--- config.mk ---
export PLATFORM = sky130hd
export DESIGN_NAME = aasa_alu
export DESIGN_NICKNAME = d
export VERILOG_FILES = /design/src/inc/aasa_pkg.sv /design/src/inc/aasa_add_if.sv /design/src/rtl/aasa_adder.sv /design/src/rtl/aasa_alu.sv
export VERILOG_INCLUDE_DIRS = /design/src /design/src/inc
export SDC_FILE = /design/constraint.sdc
export NUM_CORES = 1
export LEC_CHECK = 0
export BUFFER_PORTS_ARGS = -buffer_cell sky130_fd_sc_hd__buf_2
export CAP_MARGIN = 20
export CORE_MARGIN = 3
export CORE_UTILIZATION = 55
export CTS_CLUSTER_SIZE = 25
export DETAILED_ROUTE_END_ITERATION = 6
export HOLD_SLACK_MARGIN = 0.06
export MAX_ROUTING_LAYER = met4
export PLACE_DENSITY = 0.74
export SLEW_MARGIN = 15
export SYNTH_ARGS = -nofsm -noshare
export SYNTH_HDL_FRONTEND = slang
export SYNTH_HIERARCHICAL = 1
export SYNTH_SLANG_ARGS = --single-unit
--- constraint.sdc ---
create_clock -name i_clk -period 4.7 [get_ports i_clk]
set_clock_uncertainty 0.1 [all_clocks]
set_input_delay 0.235 -clock i_clk [delete_from_list [all_inputs] [get_ports i_clk]]
set_output_delay 0.235 -clock i_clk [all_outputs]
set_load 0.03 [all_outputs]
--- src/inc/aasa_map.svh ---
// Constants for the add-and-shift ALU: register offsets, status bits, opcode fields.
// Assumes inclusion by bare name from the package and the design files.
`ifndef AASA_MAP_SVH
`define AASA_MAP_SVH

// Register offsets on the plain register port
`define AASA_OFS_W 4'h0
`define AASA_OFS_STATUS 4'h1
`define AASA_OFS_PTR0_LO 4'h2
`define AASA_OFS_PTR0_HI 4'h3
`define AASA_OFS_PTR1_LO 4'h4
`define AASA_OFS_PTR1_HI 4'h5

// Status bit positions and reset values
`define AASA_ST_C 0
`define AASA_ST_DC 1
`define AASA_ST_Z 2
`define AASA_RST_W 8'h00
`define AASA_RST_STATUS 3'h0
`define AASA_RST_PTR 16'h0000
`define AASA_RST_BYTE 8'h00
`define AASA_RST_ADDR 7'h00

// Instruction fields
`define AASA_PTR_PREFIX 7'h62
`define AASA_PTR_SEL_BIT 6
`define AASA_PTR_K_MSB 5
`define AASA_DEST_BIT 7
`define AASA_ZERO_BYTE 8'h00

// Six-bit opcode prefixes in instr[13:8]
`define AASA_OP_ADD_FILE 6'h07
`define AASA_OP_AND_FILE 6'h05
`define AASA_OP_ADD_FILE_C 6'h3d
`define AASA_OP_ASR_FILE 6'h37
`define AASA_OP_ADD_IMM 6'h3e
`define AASA_OP_AND_IMM 6'h39

`endif

--- src/inc/aasa_pkg.sv ---
// Types for the add-and-shift ALU.
// Assumes aasa_map.svh is on the include path.
package aasa_pkg;
  `include "aasa_map.svh"

  typedef enum logic [2:0] {
    AASA_OP_NONE,
    AASA_OP_ADDI,
    AASA_OP_ANDI,
    AASA_OP_ADDF,
    AASA_OP_ADDFC,
    AASA_OP_ANDF,
    AASA_OP_ARITH_SHIFT_RIGHT_FILE,
    AASA_OP_PTR
  } aasa_op_type;

  typedef enum logic [1:0] {
    AASA_ST_IDLE,
    AASA_ST_WAIT,
    AASA_ST_EXEC
  } aasa_state_type;
endpackage

--- src/inc/aasa_add_if.sv ---
// Operand and result bundle between the ALU and its byte adder.
// Assumes both ends sit in the same clock domain; purely combinational.
`timescale 1ns/100ps
interface aasa_add_if;
  logic [7:0] a;
  logic [7:0] b;
  logic cin;
  logic [7:0] sum;
  logic carry;
  logic digit_carry;

  modport alu (output a, output b, output cin, input sum, input carry, input digit_carry);
  modport adder (input a, input b, input cin, output sum, output carry, output digit_carry);
endinterface

--- src/rtl/aasa_adder.sv ---
// Byte adder with carry out of bit 3 and bit 7.
// Assumes the ALU drives operands through aasa_add_if.
`timescale 1ns/100ps
module aasa_adder (
  aasa_add_if.adder add
);
  logic [4:0] lo;
  logic [4:0] hi;

  always_comb begin
    lo = {1'b0, add.a[3:0]} + {1'b0, add.b[3:0]} + {4'h0, add.cin};
    hi = {1'b0, add.a[7:4]} + {1'b0, add.b[7:4]} + {4'h0, lo[4]};
    add.sum = {hi[3:0], lo[3:0]};
    add.digit_carry = lo[4]; // RULE11
    add.carry = hi[4]; // RULE11
  end
endmodule

--- src/rtl/aasa_alu.sv ---
// Execution datapath for add, AND, shift and pointer-add instructions.
// Assumes a data memory with a one-cycle read latency on o_mem_rd and
// a decoder that presents one 14-bit instruction word with a valid pulse.
//
// Function
// [RULE1] Pointer add sign-extends a 6-bit literal into the chosen pointer; flags untouched.
// [RULE2] Pointer sums wrap modulo 65536 at both ends.
// [RULE3] AND immediate: W AND literal into W, only zero flag changes.
// [RULE4] Add immediate: W plus literal into W, carry, digit carry, zero change.
// [RULE5] AND file: W AND memory byte to destination, only zero flag changes.
// [RULE6] Add file: W plus memory byte to destination, all three flags change.
// [RULE7] Destination bit 0 writes W, destination bit 1 writes the file byte.
// [RULE8] Arithmetic shift right keeps bit 7, old bit 0 to carry, zero updated.
// [RULE9] Add with carry: W, memory byte and carry summed to destination, flags updated.
// [RULE10] Pointer add decodes from 11 0001 0nkk kkkk; n picks pointer, k literal.
// [RULE11] Zero on all-zero result; carry from bit 7; digit carry from bit 3.
`timescale 1ns/100ps
`include "aasa_map.svh"
module aasa_alu
  import aasa_pkg::*;
(
  // Clock and reset
  input wire logic i_clk,
  input wire logic i_resetn,
  // Instruction issue
  input wire logic i_instr_valid,
  input wire logic [13:0] i_instr,
  output logic o_busy,
  // Data memory
  output logic o_mem_rd,
  output logic o_mem_wr,
  output logic [6:0] o_mem_addr,
  output logic [7:0] o_mem_wdata,
  input wire logic [7:0] i_mem_rdata,
  // Register port
  input wire logic [3:0] i_addr,
  input wire logic [7:0] i_wdata,
  input wire logic i_wr,
  input wire logic i_rd,
  output logic [7:0] o_rdata,
  // Core state
  output logic [7:0] o_w,
  output logic [2:0] o_status
);
  aasa_add_if add ();

  aasa_adder u_adder (
    .add(add)
  );

  aasa_state_type state_reg, state_next;
  aasa_op_type op_reg, op_next;
  logic dest_reg, dest_next;
  logic [7:0] w_reg, w_next;
  logic [2:0] status_reg, status_next;
  logic [15:0] ptr0_reg, ptr0_next;
  logic [15:0] ptr1_reg, ptr1_next;
  logic mem_rd_reg, mem_rd_next;
  logic mem_wr_reg, mem_wr_next;
  logic [6:0] mem_addr_reg, mem_addr_next;
  logic [7:0] mem_wdata_reg, mem_wdata_next;
  logic [7:0] rdata_reg, rdata_next;

  aasa_op_type op_dec;
  logic [15:0] ptr_step;
  logic [7:0] result;

  // Decode of the incoming word
  always_comb begin
    op_dec = AASA_OP_NONE;
    if (i_instr[13:7] == `AASA_PTR_PREFIX) begin
      op_dec = AASA_OP_PTR; // RULE10
    end else begin
      unique case (i_instr[13:8])
        `AASA_OP_ADD_FILE: op_dec = AASA_OP_ADDF;
        `AASA_OP_AND_FILE: op_dec = AASA_OP_ANDF;
        `AASA_OP_ADD_FILE_C: op_dec = AASA_OP_ADDFC;
        `AASA_OP_ASR_FILE: op_dec = AASA_OP_ARITH_SHIFT_RIGHT_FILE;
        `AASA_OP_ADD_IMM: op_dec = AASA_OP_ADDI;
        `AASA_OP_AND_IMM: op_dec = AASA_OP_ANDI;
        default: op_dec = AASA_OP_NONE;
      endcase
    end
    ptr_step = {{10{i_instr[`AASA_PTR_K_MSB]}}, i_instr[`AASA_PTR_K_MSB:0]}; // RULE1
  end

  // Adder operands: literal while idle, memory byte while executing
  always_comb begin
    add.a = w_reg;
    add.b = (state_reg == AASA_ST_EXEC) ? i_mem_rdata : i_instr[7:0];
    add.cin = (state_reg == AASA_ST_EXEC) && (op_reg == AASA_OP_ADDFC) &&
              status_reg[`AASA_ST_C]; // RULE9
  end

  always_comb begin
    state_next = state_reg;
    op_next = op_reg;
    dest_next = dest_reg;
    w_next = w_reg;
    status_next = status_reg;
    ptr0_next = ptr0_reg;
    ptr1_next = ptr1_reg;
    mem_rd_next = 1'b0;
    mem_wr_next = 1'b0;
    mem_addr_next = mem_addr_reg;
    mem_wdata_next = mem_wdata_reg;
    rdata_next = rdata_reg;
    result = `AASA_ZERO_BYTE;

    // Software access; an instruction in the same cycle overrides below
    if (i_wr) begin
      unique case (i_addr)
        `AASA_OFS_W: w_next = i_wdata;
        `AASA_OFS_STATUS: status_next = i_wdata[2:0];
        `AASA_OFS_PTR0_LO: ptr0_next[7:0] = i_wdata;
        `AASA_OFS_PTR0_HI: ptr0_next[15:8] = i_wdata;
        `AASA_OFS_PTR1_LO: ptr1_next[7:0] = i_wdata;
        `AASA_OFS_PTR1_HI: ptr1_next[15:8] = i_wdata;
        default: ;
      endcase
    end
    if (i_rd) begin
      unique case (i_addr)
        `AASA_OFS_W: rdata_next = w_reg;
        `AASA_OFS_STATUS: rdata_next = {5'h00, status_reg};
        `AASA_OFS_PTR0_LO: rdata_next = ptr0_reg[7:0];
        `AASA_OFS_PTR0_HI: rdata_next = ptr0_reg[15:8];
        `AASA_OFS_PTR1_LO: rdata_next = ptr1_reg[7:0];
        `AASA_OFS_PTR1_HI: rdata_next = ptr1_reg[15:8];
        default: rdata_next = `AASA_ZERO_BYTE;
      endcase
    end

    unique case (state_reg)
      AASA_ST_IDLE: begin
        if (i_instr_valid) begin
          unique case (op_dec)
            AASA_OP_ADDI: begin
              w_next = add.sum; // RULE4
              status_next[`AASA_ST_C] = add.carry; // RULE4
              status_next[`AASA_ST_DC] = add.digit_carry; // RULE4
              status_next[`AASA_ST_Z] = (add.sum == `AASA_ZERO_BYTE); // RULE11
            end
            AASA_OP_ANDI: begin
              w_next = w_reg & i_instr[7:0]; // RULE3
              status_next[`AASA_ST_Z] = ((w_reg & i_instr[7:0]) == `AASA_ZERO_BYTE); // RULE3
            end
            AASA_OP_PTR: begin
              // Plain 16-bit sum drops the carry, so both ends wrap
              if (i_instr[`AASA_PTR_SEL_BIT]) begin
                ptr1_next = ptr1_reg + ptr_step; // RULE2
              end else begin
                ptr0_next = ptr0_reg + ptr_step; // RULE1
              end
            end
            AASA_OP_ADDF, AASA_OP_ADDFC, AASA_OP_ANDF, AASA_OP_ARITH_SHIFT_RIGHT_FILE: begin
              op_next = op_dec;
              dest_next = i_instr[`AASA_DEST_BIT];
              mem_addr_next = i_instr[6:0];
              mem_rd_next = 1'b1;
              state_next = AASA_ST_WAIT;
            end
            AASA_OP_NONE: ;
          endcase
        end
      end
      AASA_ST_WAIT: begin
        state_next = AASA_ST_EXEC;
      end
      AASA_ST_EXEC: begin
        unique case (op_reg)
          AASA_OP_ANDF: begin
            result = w_reg & i_mem_rdata; // RULE5
          end
          AASA_OP_ARITH_SHIFT_RIGHT_FILE: begin
            result = {i_mem_rdata[7], i_mem_rdata[7:1]}; // RULE8
            status_next[`AASA_ST_C] = i_mem_rdata[0]; // RULE8
          end
          default: begin
            result = add.sum; // RULE6 RULE9
            status_next[`AASA_ST_C] = add.carry; // RULE6 RULE9
            status_next[`AASA_ST_DC] = add.digit_carry; // RULE6 RULE9
          end
        endcase
        status_next[`AASA_ST_Z] = (result == `AASA_ZERO_BYTE); // RULE5 RULE8 RULE11
        if (dest_reg) begin
          mem_wr_next = 1'b1; // RULE7
          mem_wdata_next = result; // RULE7
        end else begin
          w_next = result; // RULE7
        end
        state_next = AASA_ST_IDLE;
      end
      default: state_next = AASA_ST_IDLE;
    endcase
  end

  always_ff @(posedge i_clk or negedge i_resetn) begin
    if (!i_resetn) begin
      state_reg <= AASA_ST_IDLE;
      op_reg <= AASA_OP_NONE;
      dest_reg <= 1'b0;
      w_reg <= `AASA_RST_W;
      status_reg <= `AASA_RST_STATUS;
      ptr0_reg <= `AASA_RST_PTR;
      ptr1_reg <= `AASA_RST_PTR;
      mem_rd_reg <= 1'b0;
      mem_wr_reg <= 1'b0;
      mem_addr_reg <= `AASA_RST_ADDR;
      mem_wdata_reg <= `AASA_RST_BYTE;
      rdata_reg <= `AASA_RST_BYTE;
    end else begin
      state_reg <= state_next;
      op_reg <= op_next;
      dest_reg <= dest_next;
      w_reg <= w_next;
      status_reg <= status_next;
      ptr0_reg <= ptr0_next;
      ptr1_reg <= ptr1_next;
      mem_rd_reg <= mem_rd_next;
      mem_wr_reg <= mem_wr_next;
      mem_addr_reg <= mem_addr_next;
      mem_wdata_reg <= mem_wdata_next;
      rdata_reg <= rdata_next;
    end
  end

  // Busy is the registered state, so a file op blocks issue for two cycles
  always_ff @(posedge i_clk or negedge i_resetn) begin
    if (!i_resetn) begin
      o_busy <= 1'b0;
    end else begin
      o_busy <= (state_next != AASA_ST_IDLE);
    end
  end

  assign o_mem_rd = mem_rd_reg;
  assign o_mem_wr = mem_wr_reg;
  assign o_mem_addr = mem_addr_reg;
  assign o_mem_wdata = mem_wdata_reg;
  assign o_rdata = rdata_reg;
  assign o_w = w_reg;
  assign o_status = status_reg;
endmodule

==> impl_metrics.yaml, run 1 <==
die:
  initial_core_util_pct: 56.99
  die_height_um: 112.7
  pin_count: 76
  dieArea_mm2: 0.01270
  rows: 38
  die_w_um: 112.7
  placeableCoreArea_mm2: 0.01098
routing:
  drcViolationCount: 0
  ant_nets: 0
  drt_iter0_drc: 713
  vias: 6207
  first_pass_iters: 5
  via_per_inst: 6.603
  finalWirelength_mm: 19.73
  wire_per_inst_um: 20.99
run_status:
  status: "complete, no violations"
clock_tree:
  tritoncts: "done"
  cts_buffers: 9
  clock_sinks: 75
  post-cts-setup-buffers: 0
  clockBufferDepth: 2
  worstSkewPairLatency_ns: 0.35
  cts_hold_buf: 1
  root_buffer: "clkbuf_16"
  post_cts_resized: 0
  htreeDepth: 3
  path_clk_slew_ns: 0.06
grt:
  grtUsageMet2_pct: 49.21
  met3_usage_pct: 4.960
  grt_pass1_wl_mm: 31.80
  grt_use_met1_pct: 44.47
  grtUsageTotal_pct: 32.67
  grt_max_degree: 76
  antenna_found_initial: 0
  grt_overflow: 0
  grt_pass1_vias: 5941
  grt.busiest_layer: "met2"
synth:
  synth-edff-count: 0
  synth.distinct_cells: 71
  synth.cell_area_mm2: 0.006260
  synth.net_count: 816
  synth_area_leaders: "dfrtp_1 (30%), ha_1 (7.2%), mux2i_1 (7.0%)"
  synth.largest_area_cell: "dfrtp_1"
  synth_top_area_share_pct: 29.98
  avgSynthCellArea_um2: 8.517
  yosysWarnings: 6
  netlist_instances: 735
  synth-seq-cells: 75
  async_reset_ff_share_pct: 100.0
  synthFlopType: "dfrtp_1"
  ys_seq_area_share_pct: 29.98
place:
  finalWeightedCongestion: 0.9920
  io_buffers: 75
  place.detailed.hpwl_mm: 14.72
timing:
  tightest_slew_ns: 0.9689
  timing.final.crit_period_ns: 4.362
  finalSetupViolations: 0
  hold_viol: 0
  rsz0062_at_grt: "false"
  slew_headroom_pct: 35.41
  hold_slack_ns: 0.1087
  finalMaxSlewViolations: 0
  min_period_over_period_pct: 92.81
  final.setup.tns_ns: 0
  max_freq_mhz: 229.2
pwr:
  leakagePower_nw: 3.276
  ir_drop_uv: 310.8
  power_density_mw_per_mm2: 493.1
worst_setup_path:
  worstPathArrival_ns: 4.53
  critical_path_class: "flip-flop to flip-flop"
  required_ns: 4.87
  critPathLaunchType: "flip-flop"
  cp_max_fo: 15
  worstSetupEndpointType: "flip-flop"
  reg2reg_depth: 18
final_layout:
  area_growth_pct: 12.87
  multiInputGateArea_mm2: 0.004130
  nNetsFinal: 877
  final_cell_mix: "nand2_1 (94), dfrtp_1 (75), buf_2 (74), a21oi_1 (54), nor2_1 (49)"
  fill_cells: 941
  final_layout_size_suffix_gt1_share_pct: 16.25
  mostFrequentLayoutCell: "nand2_1"
  area.sequential_mm2: 0.001877
  antenna_cells: 0
worst_hold_path:
  holdPathStages: 2
  min_path_type: "input port to flip-flop"
run:
  cap_violations: 0
[cells in the mapped netlist (9+ instances only)]
cell / number
nand2_1: 94
dfrtp_1: 75
a21oi_1: 54
nor2_1: 49
o21ai_0: 48
mux2i_1: 44
ha_1: 36
inv_1: 31
clkbuf_1: 20
mux2_2: 20
a22oi_1: 17
o21ai_1: 17
nand3_1: 15
o22ai_1: 13
xor2_1: 13
a211oi_1: 10
xnor2_1: 10
a21o_1: 9
buf_2: 9
or3_1: 9
[metal layers]
metal | share of wire, % | vias up | routed length [um]
li1 | - | 2858 | -
met2 | 45 | 335 | 8938
met5 | 0 | - | 0
met3 | 8.1 | 45 | 1593
met4 | 2.6 | 0 | 517
met1 | 44 | 2969 | 8682
[worst max-delay path: stages, from the launching register on]
cell     delay [ns]
dfrtp_1        0.55
nor2b_1        0.27
and4b_1        0.22
inv_1          0.05
fa_1           0.41
inv_1          0.09
fa_1           0.21
a21o_2         0.13
a21o_1         0.17
fa_1           0.21
inv_1          0.06
fa_1           0.40
xnor2_1        0.18
or4_1          0.48
nor2_1         0.18
nand2_1        0.08
o41ai_1        0.25
a21oi_1        0.11
o21ai_1        0.14
[where the power goes]
group          leakage [nW]  total, mW  switching (mW)  internal [mW]
sequential            0.926       1.03           0.223          0.811
combinational          2.19       1.69            1.03          0.651
clock                 0.162      0.765           0.274          0.491
[area by class of cell]
class                   count  area share [%]
multi-input cells         596           58.46
flip-flops and latches     75           26.56
repair buffers             83           6.233
clock buffers              11           3.577
well taps                 140           2.479
inverters                  31           1.647
clock inverters             4           1.045
[path summary, 6_finish.rpt]
| check | slack (ns) | end | from |
|---|---|---|---|
| max | 0.34 | o_status[2] | state_reg[0] |
| min | 0.11 | o_rdata[6] | i_rd |
| max reg2reg | 0.34 | o_status[2] | state_reg[0] |
| min reg2reg | 0.37 | o_mem_wdata[7] | o_mem_wdata[7] |
| max in group asynchronous | 3.38 | o_mem_addr[3] | i_resetn |
| min in group asynchronous | 0.47 | o_mem_wr | i_resetn |
[kinds of logic (layout without fill, tap and decap cells)]
| logic type | after synthesis | after routing | share of synthesized area (%) |
|---|---|---|---|
| buf+inv | 64 | 129 | 4.037 |
| compound gates | 240 | 240 | 25.09 |
| xor+xnor | 23 | 23 | 3.218 |
| flops | 75 | 75 | 29.98 |
| simple gates | 225 | 225 | 17.21 |
| mux | 66 | 66 | 11.35 |
| fa+ha+maj | 42 | 42 | 9.115 |
[through the flow]
step                      util (%)  power (mW)  setup WS (ns)  area (um2)  std cells
after floorplan                  -       2.180         0.6429        6260        735
after global placement       61.27       2.637         0.5731        6729        924
after detailed placement     61.27       2.682         0.4832        6729        924
after CTS                    64.33       3.455         0.4145        7066        940
after global routing         64.33       3.713        0.04063        7066        940
final                        64.33       3.484         0.3378        7066        940
(Power assumes the default switching activity.)
==> run 2: changes to the inputs <==
--- a/config.mk
+++ b/config.mk
@@ -8,13 +8,13 @@
 export LEC_CHECK = 0
 export BUFFER_PORTS_ARGS = -buffer_cell sky130_fd_sc_hd__buf_2
 export CAP_MARGIN = 20
-export CORE_MARGIN = 3
-export CORE_UTILIZATION = 55
+export CORE_MARGIN = 2
+export CORE_UTILIZATION = 60
 export CTS_CLUSTER_SIZE = 25
 export DETAILED_ROUTE_END_ITERATION = 6
 export HOLD_SLACK_MARGIN = 0.06
 export MAX_ROUTING_LAYER = met4
-export PLACE_DENSITY = 0.74
+export PLACE_DENSITY = 0.8
 export SLEW_MARGIN = 15
 export SYNTH_ARGS = -nofsm -noshare
 export SYNTH_HDL_FRONTEND = slang
==> run 2 against run 1 <==
- register-to-register slack improved by 0.18 ns
- non-clock buffer count rose by 1
- final cell count fell by 0.21%
- clock power fell by 22%
- power fell by 4.0%
- core utilization rose by 3.9 points
- clock-buffer cell count did not move
- maximum frequency rose by 4.3%
- critical path type unchanged
- critical endpoint unchanged
- largest cell class unchanged
- highest routed layer unchanged
==> impl_metrics.yaml, run 2 (synthesis gave the netlist of run 1 again) <==
timing:
  finalMaxSlewViolations: 0
  min_period_over_period_pct: 88.99
  timing.final.crit_period_ns: 4.183
  final.setup.tns_ns: 0
  tightest_slew_ns: 0.9844
  rsz0062_at_grt: "false"
  finalSetupViolations: 0
  max_freq_mhz: 239.1
  slew_headroom_pct: 34.37
  hold_slack_ns: 0.08416
  hold_viol: 0
clock_tree:
  tritoncts: "done"
  post-cts-setup-buffers: 0
  path_clk_slew_ns: 0.09
  worstSkewPairLatency_ns: 0.37
  post_cts_resized: 0
  cts_hold_buf: 1
  clockBufferDepth: 2
  htreeDepth: 3
  cts_buffers: 9
  clock_sinks: 75
  root_buffer: "clkbuf_8"
die:
  pin_count: 76
  rows: 37
  die_height_um: 106.1
  placeableCoreArea_mm2: 0.01023
  initial_core_util_pct: 61.18
  dieArea_mm2: 0.01127
  die_w_um: 106.1
grt:
  antenna_found_initial: 0
  grt_pass1_vias: 5841
  grt_overflow: 0
  grt_max_degree: 76
  grt_pass1_wl_mm: 31.41
  grtUsageTotal_pct: 36.93
worst_setup_path:
  crit_family: "adder cells"
  critical_path_class: "flip-flop to flip-flop"
  cpPeakStageDelay_ns: 0.47
  worstPathCellList: "buf_4 > nand2_1 > nand2_1 > nand2_1 > inv_1 > fa_1 > inv_1 > fa_1 > a21o_2 > a21o_1 > fa_1 > inv_1 > fa_1 > xnor2_1 > or4_1 > nor2_1 > nand2_1 > o41ai_1 > a21oi_1 > o21ai_1"
  path_buf_inv: 4
  required_ns: 4.90
  crit_slowest_cell: "or4_1"
  worstPathArrival_ns: 4.39
  worstSetupEndpointType: "flip-flop"
  critPathLaunchType: "flip-flop"
  cp_max_fo: 24
final_layout:
  nNetsFinal: 878
  mostFrequentLayoutCell: "nand2_1"
  final_layout_size_suffix_gt1_share_pct: 16.46
  fill_cells: 881
  post-route-cell-area_mm2: 0.006977
  antenna_cells: 0
  fin_util_pct: 68.19
  area_growth_pct: 11.45
  final_cell_mix: "nand2_1 (94), dfrtp_1 (75), buf_2 (74), a21oi_1 (54), nor2_1 (49)"
  area.sequential_mm2: 0.001877
  multiInputGateArea_mm2: 0.004130
pwr:
  switching_share_pct: 46.40
  leakagePower_nw: 3.232
  p_comb_share_pct: 50.9
  p_switching_mw: 1.551
  power_density_mw_per_mm2: 479.2
  seqPwrFrac_pct: 31.2
  p_clk_share_pct: 17.9
  p_int_mw: 1.792
  ir_drop_uv: 285.9
place:
  place.detailed.hpwl_mm: 14.54
  io_buffers: 75
  dpl_cell_area_mm2: 0.006731
  finalWeightedCongestion: 0.9846
routing:
  via_per_inst: 6.610
  first_pass_iters: 5
  ant_nets: 0
  vias: 6200
  drt_iter0_drc: 587
  finalWirelength_mm: 19.61
  drcViolationCount: 0
  wire_per_inst_um: 20.91
run:
  cap_violations: 0
worst_hold_path:
  min_path_type: "input port to flip-flop"
run_status:
  status: "complete, no violations"
run 2: changes by cell type in the layout (fill, tap and decap cells not counted):
cell,previous run,this run
clkinvlp_4,0,2
buf_4,8,9
clkinv_2,1,0
inv_6,0,1
clkbuf_8,2,11
clkbuf_16,9,0
clkinv_4,1,0
run 2: stage by stage:
stage               power [mW]  instances  setup slack (ns)
floorplan                2.180        735            0.6429
global placement         2.658        921            0.7454
detailed placement       2.703        921            0.6221
CTS                      3.301        938            0.5958
global route             3.546        938            0.2355
finish                   3.343        938            0.5174
run 2: layout make-up:
type | instances | share of cell area (%)
clock buffers | 11 | 2.170
inverters | 31 | 1.668
well taps | 136 | 2.439
clock inverters | 5 | 1.202
multi-input cells | 596 | 59.20
flip-flops and latches | 75 | 26.90
repair buffers | 84 | 6.420
run 2: power groups by stage:
stage	clock [mW]	sequential, mW	combinational [mW]
2_1_floorplan	0	1.13	1.05
3_3_place_gp	0	1.04	1.62
3_5_place_dp	0	1.04	1.66
4_1_cts	0.601	1.03	1.67
5_1_grt	0.629	1.06	1.86
6_report	0.597	1.04	1.70
run 2: per-layer routing:
layer | global-route usage (%) | vias to the layer above | share of wire, %
li1 | - | 2866 | -
met1 | 51.25 | 2957 | 43
met2 | 55.36 | 328 | 45
met3 | 6.499 | 49 | 9.4
met4 | 11.75 | 0 | 2.3
met5 | - | - | 0
run 2: path summary, 6_finish.rpt:
check | start | end | slack (ns) | cells after the start
hold reg to reg | o_mem_wdata[0] | o_mem_wdata[0] | 0.38 | 2
min in group asynchronous | i_resetn | o_mem_wdata[1] | 0.43 | 2
max in group asynchronous | i_resetn | ptr1_reg[2] | 3.39 | 2
hold / removal | i_rd | o_rdata[6] | 0.08 | 2
setup / recovery | state_reg[1] | o_status[2] | 0.52 | 20
setup reg to reg | state_reg[1] | o_status[2] | 0.52 | 20
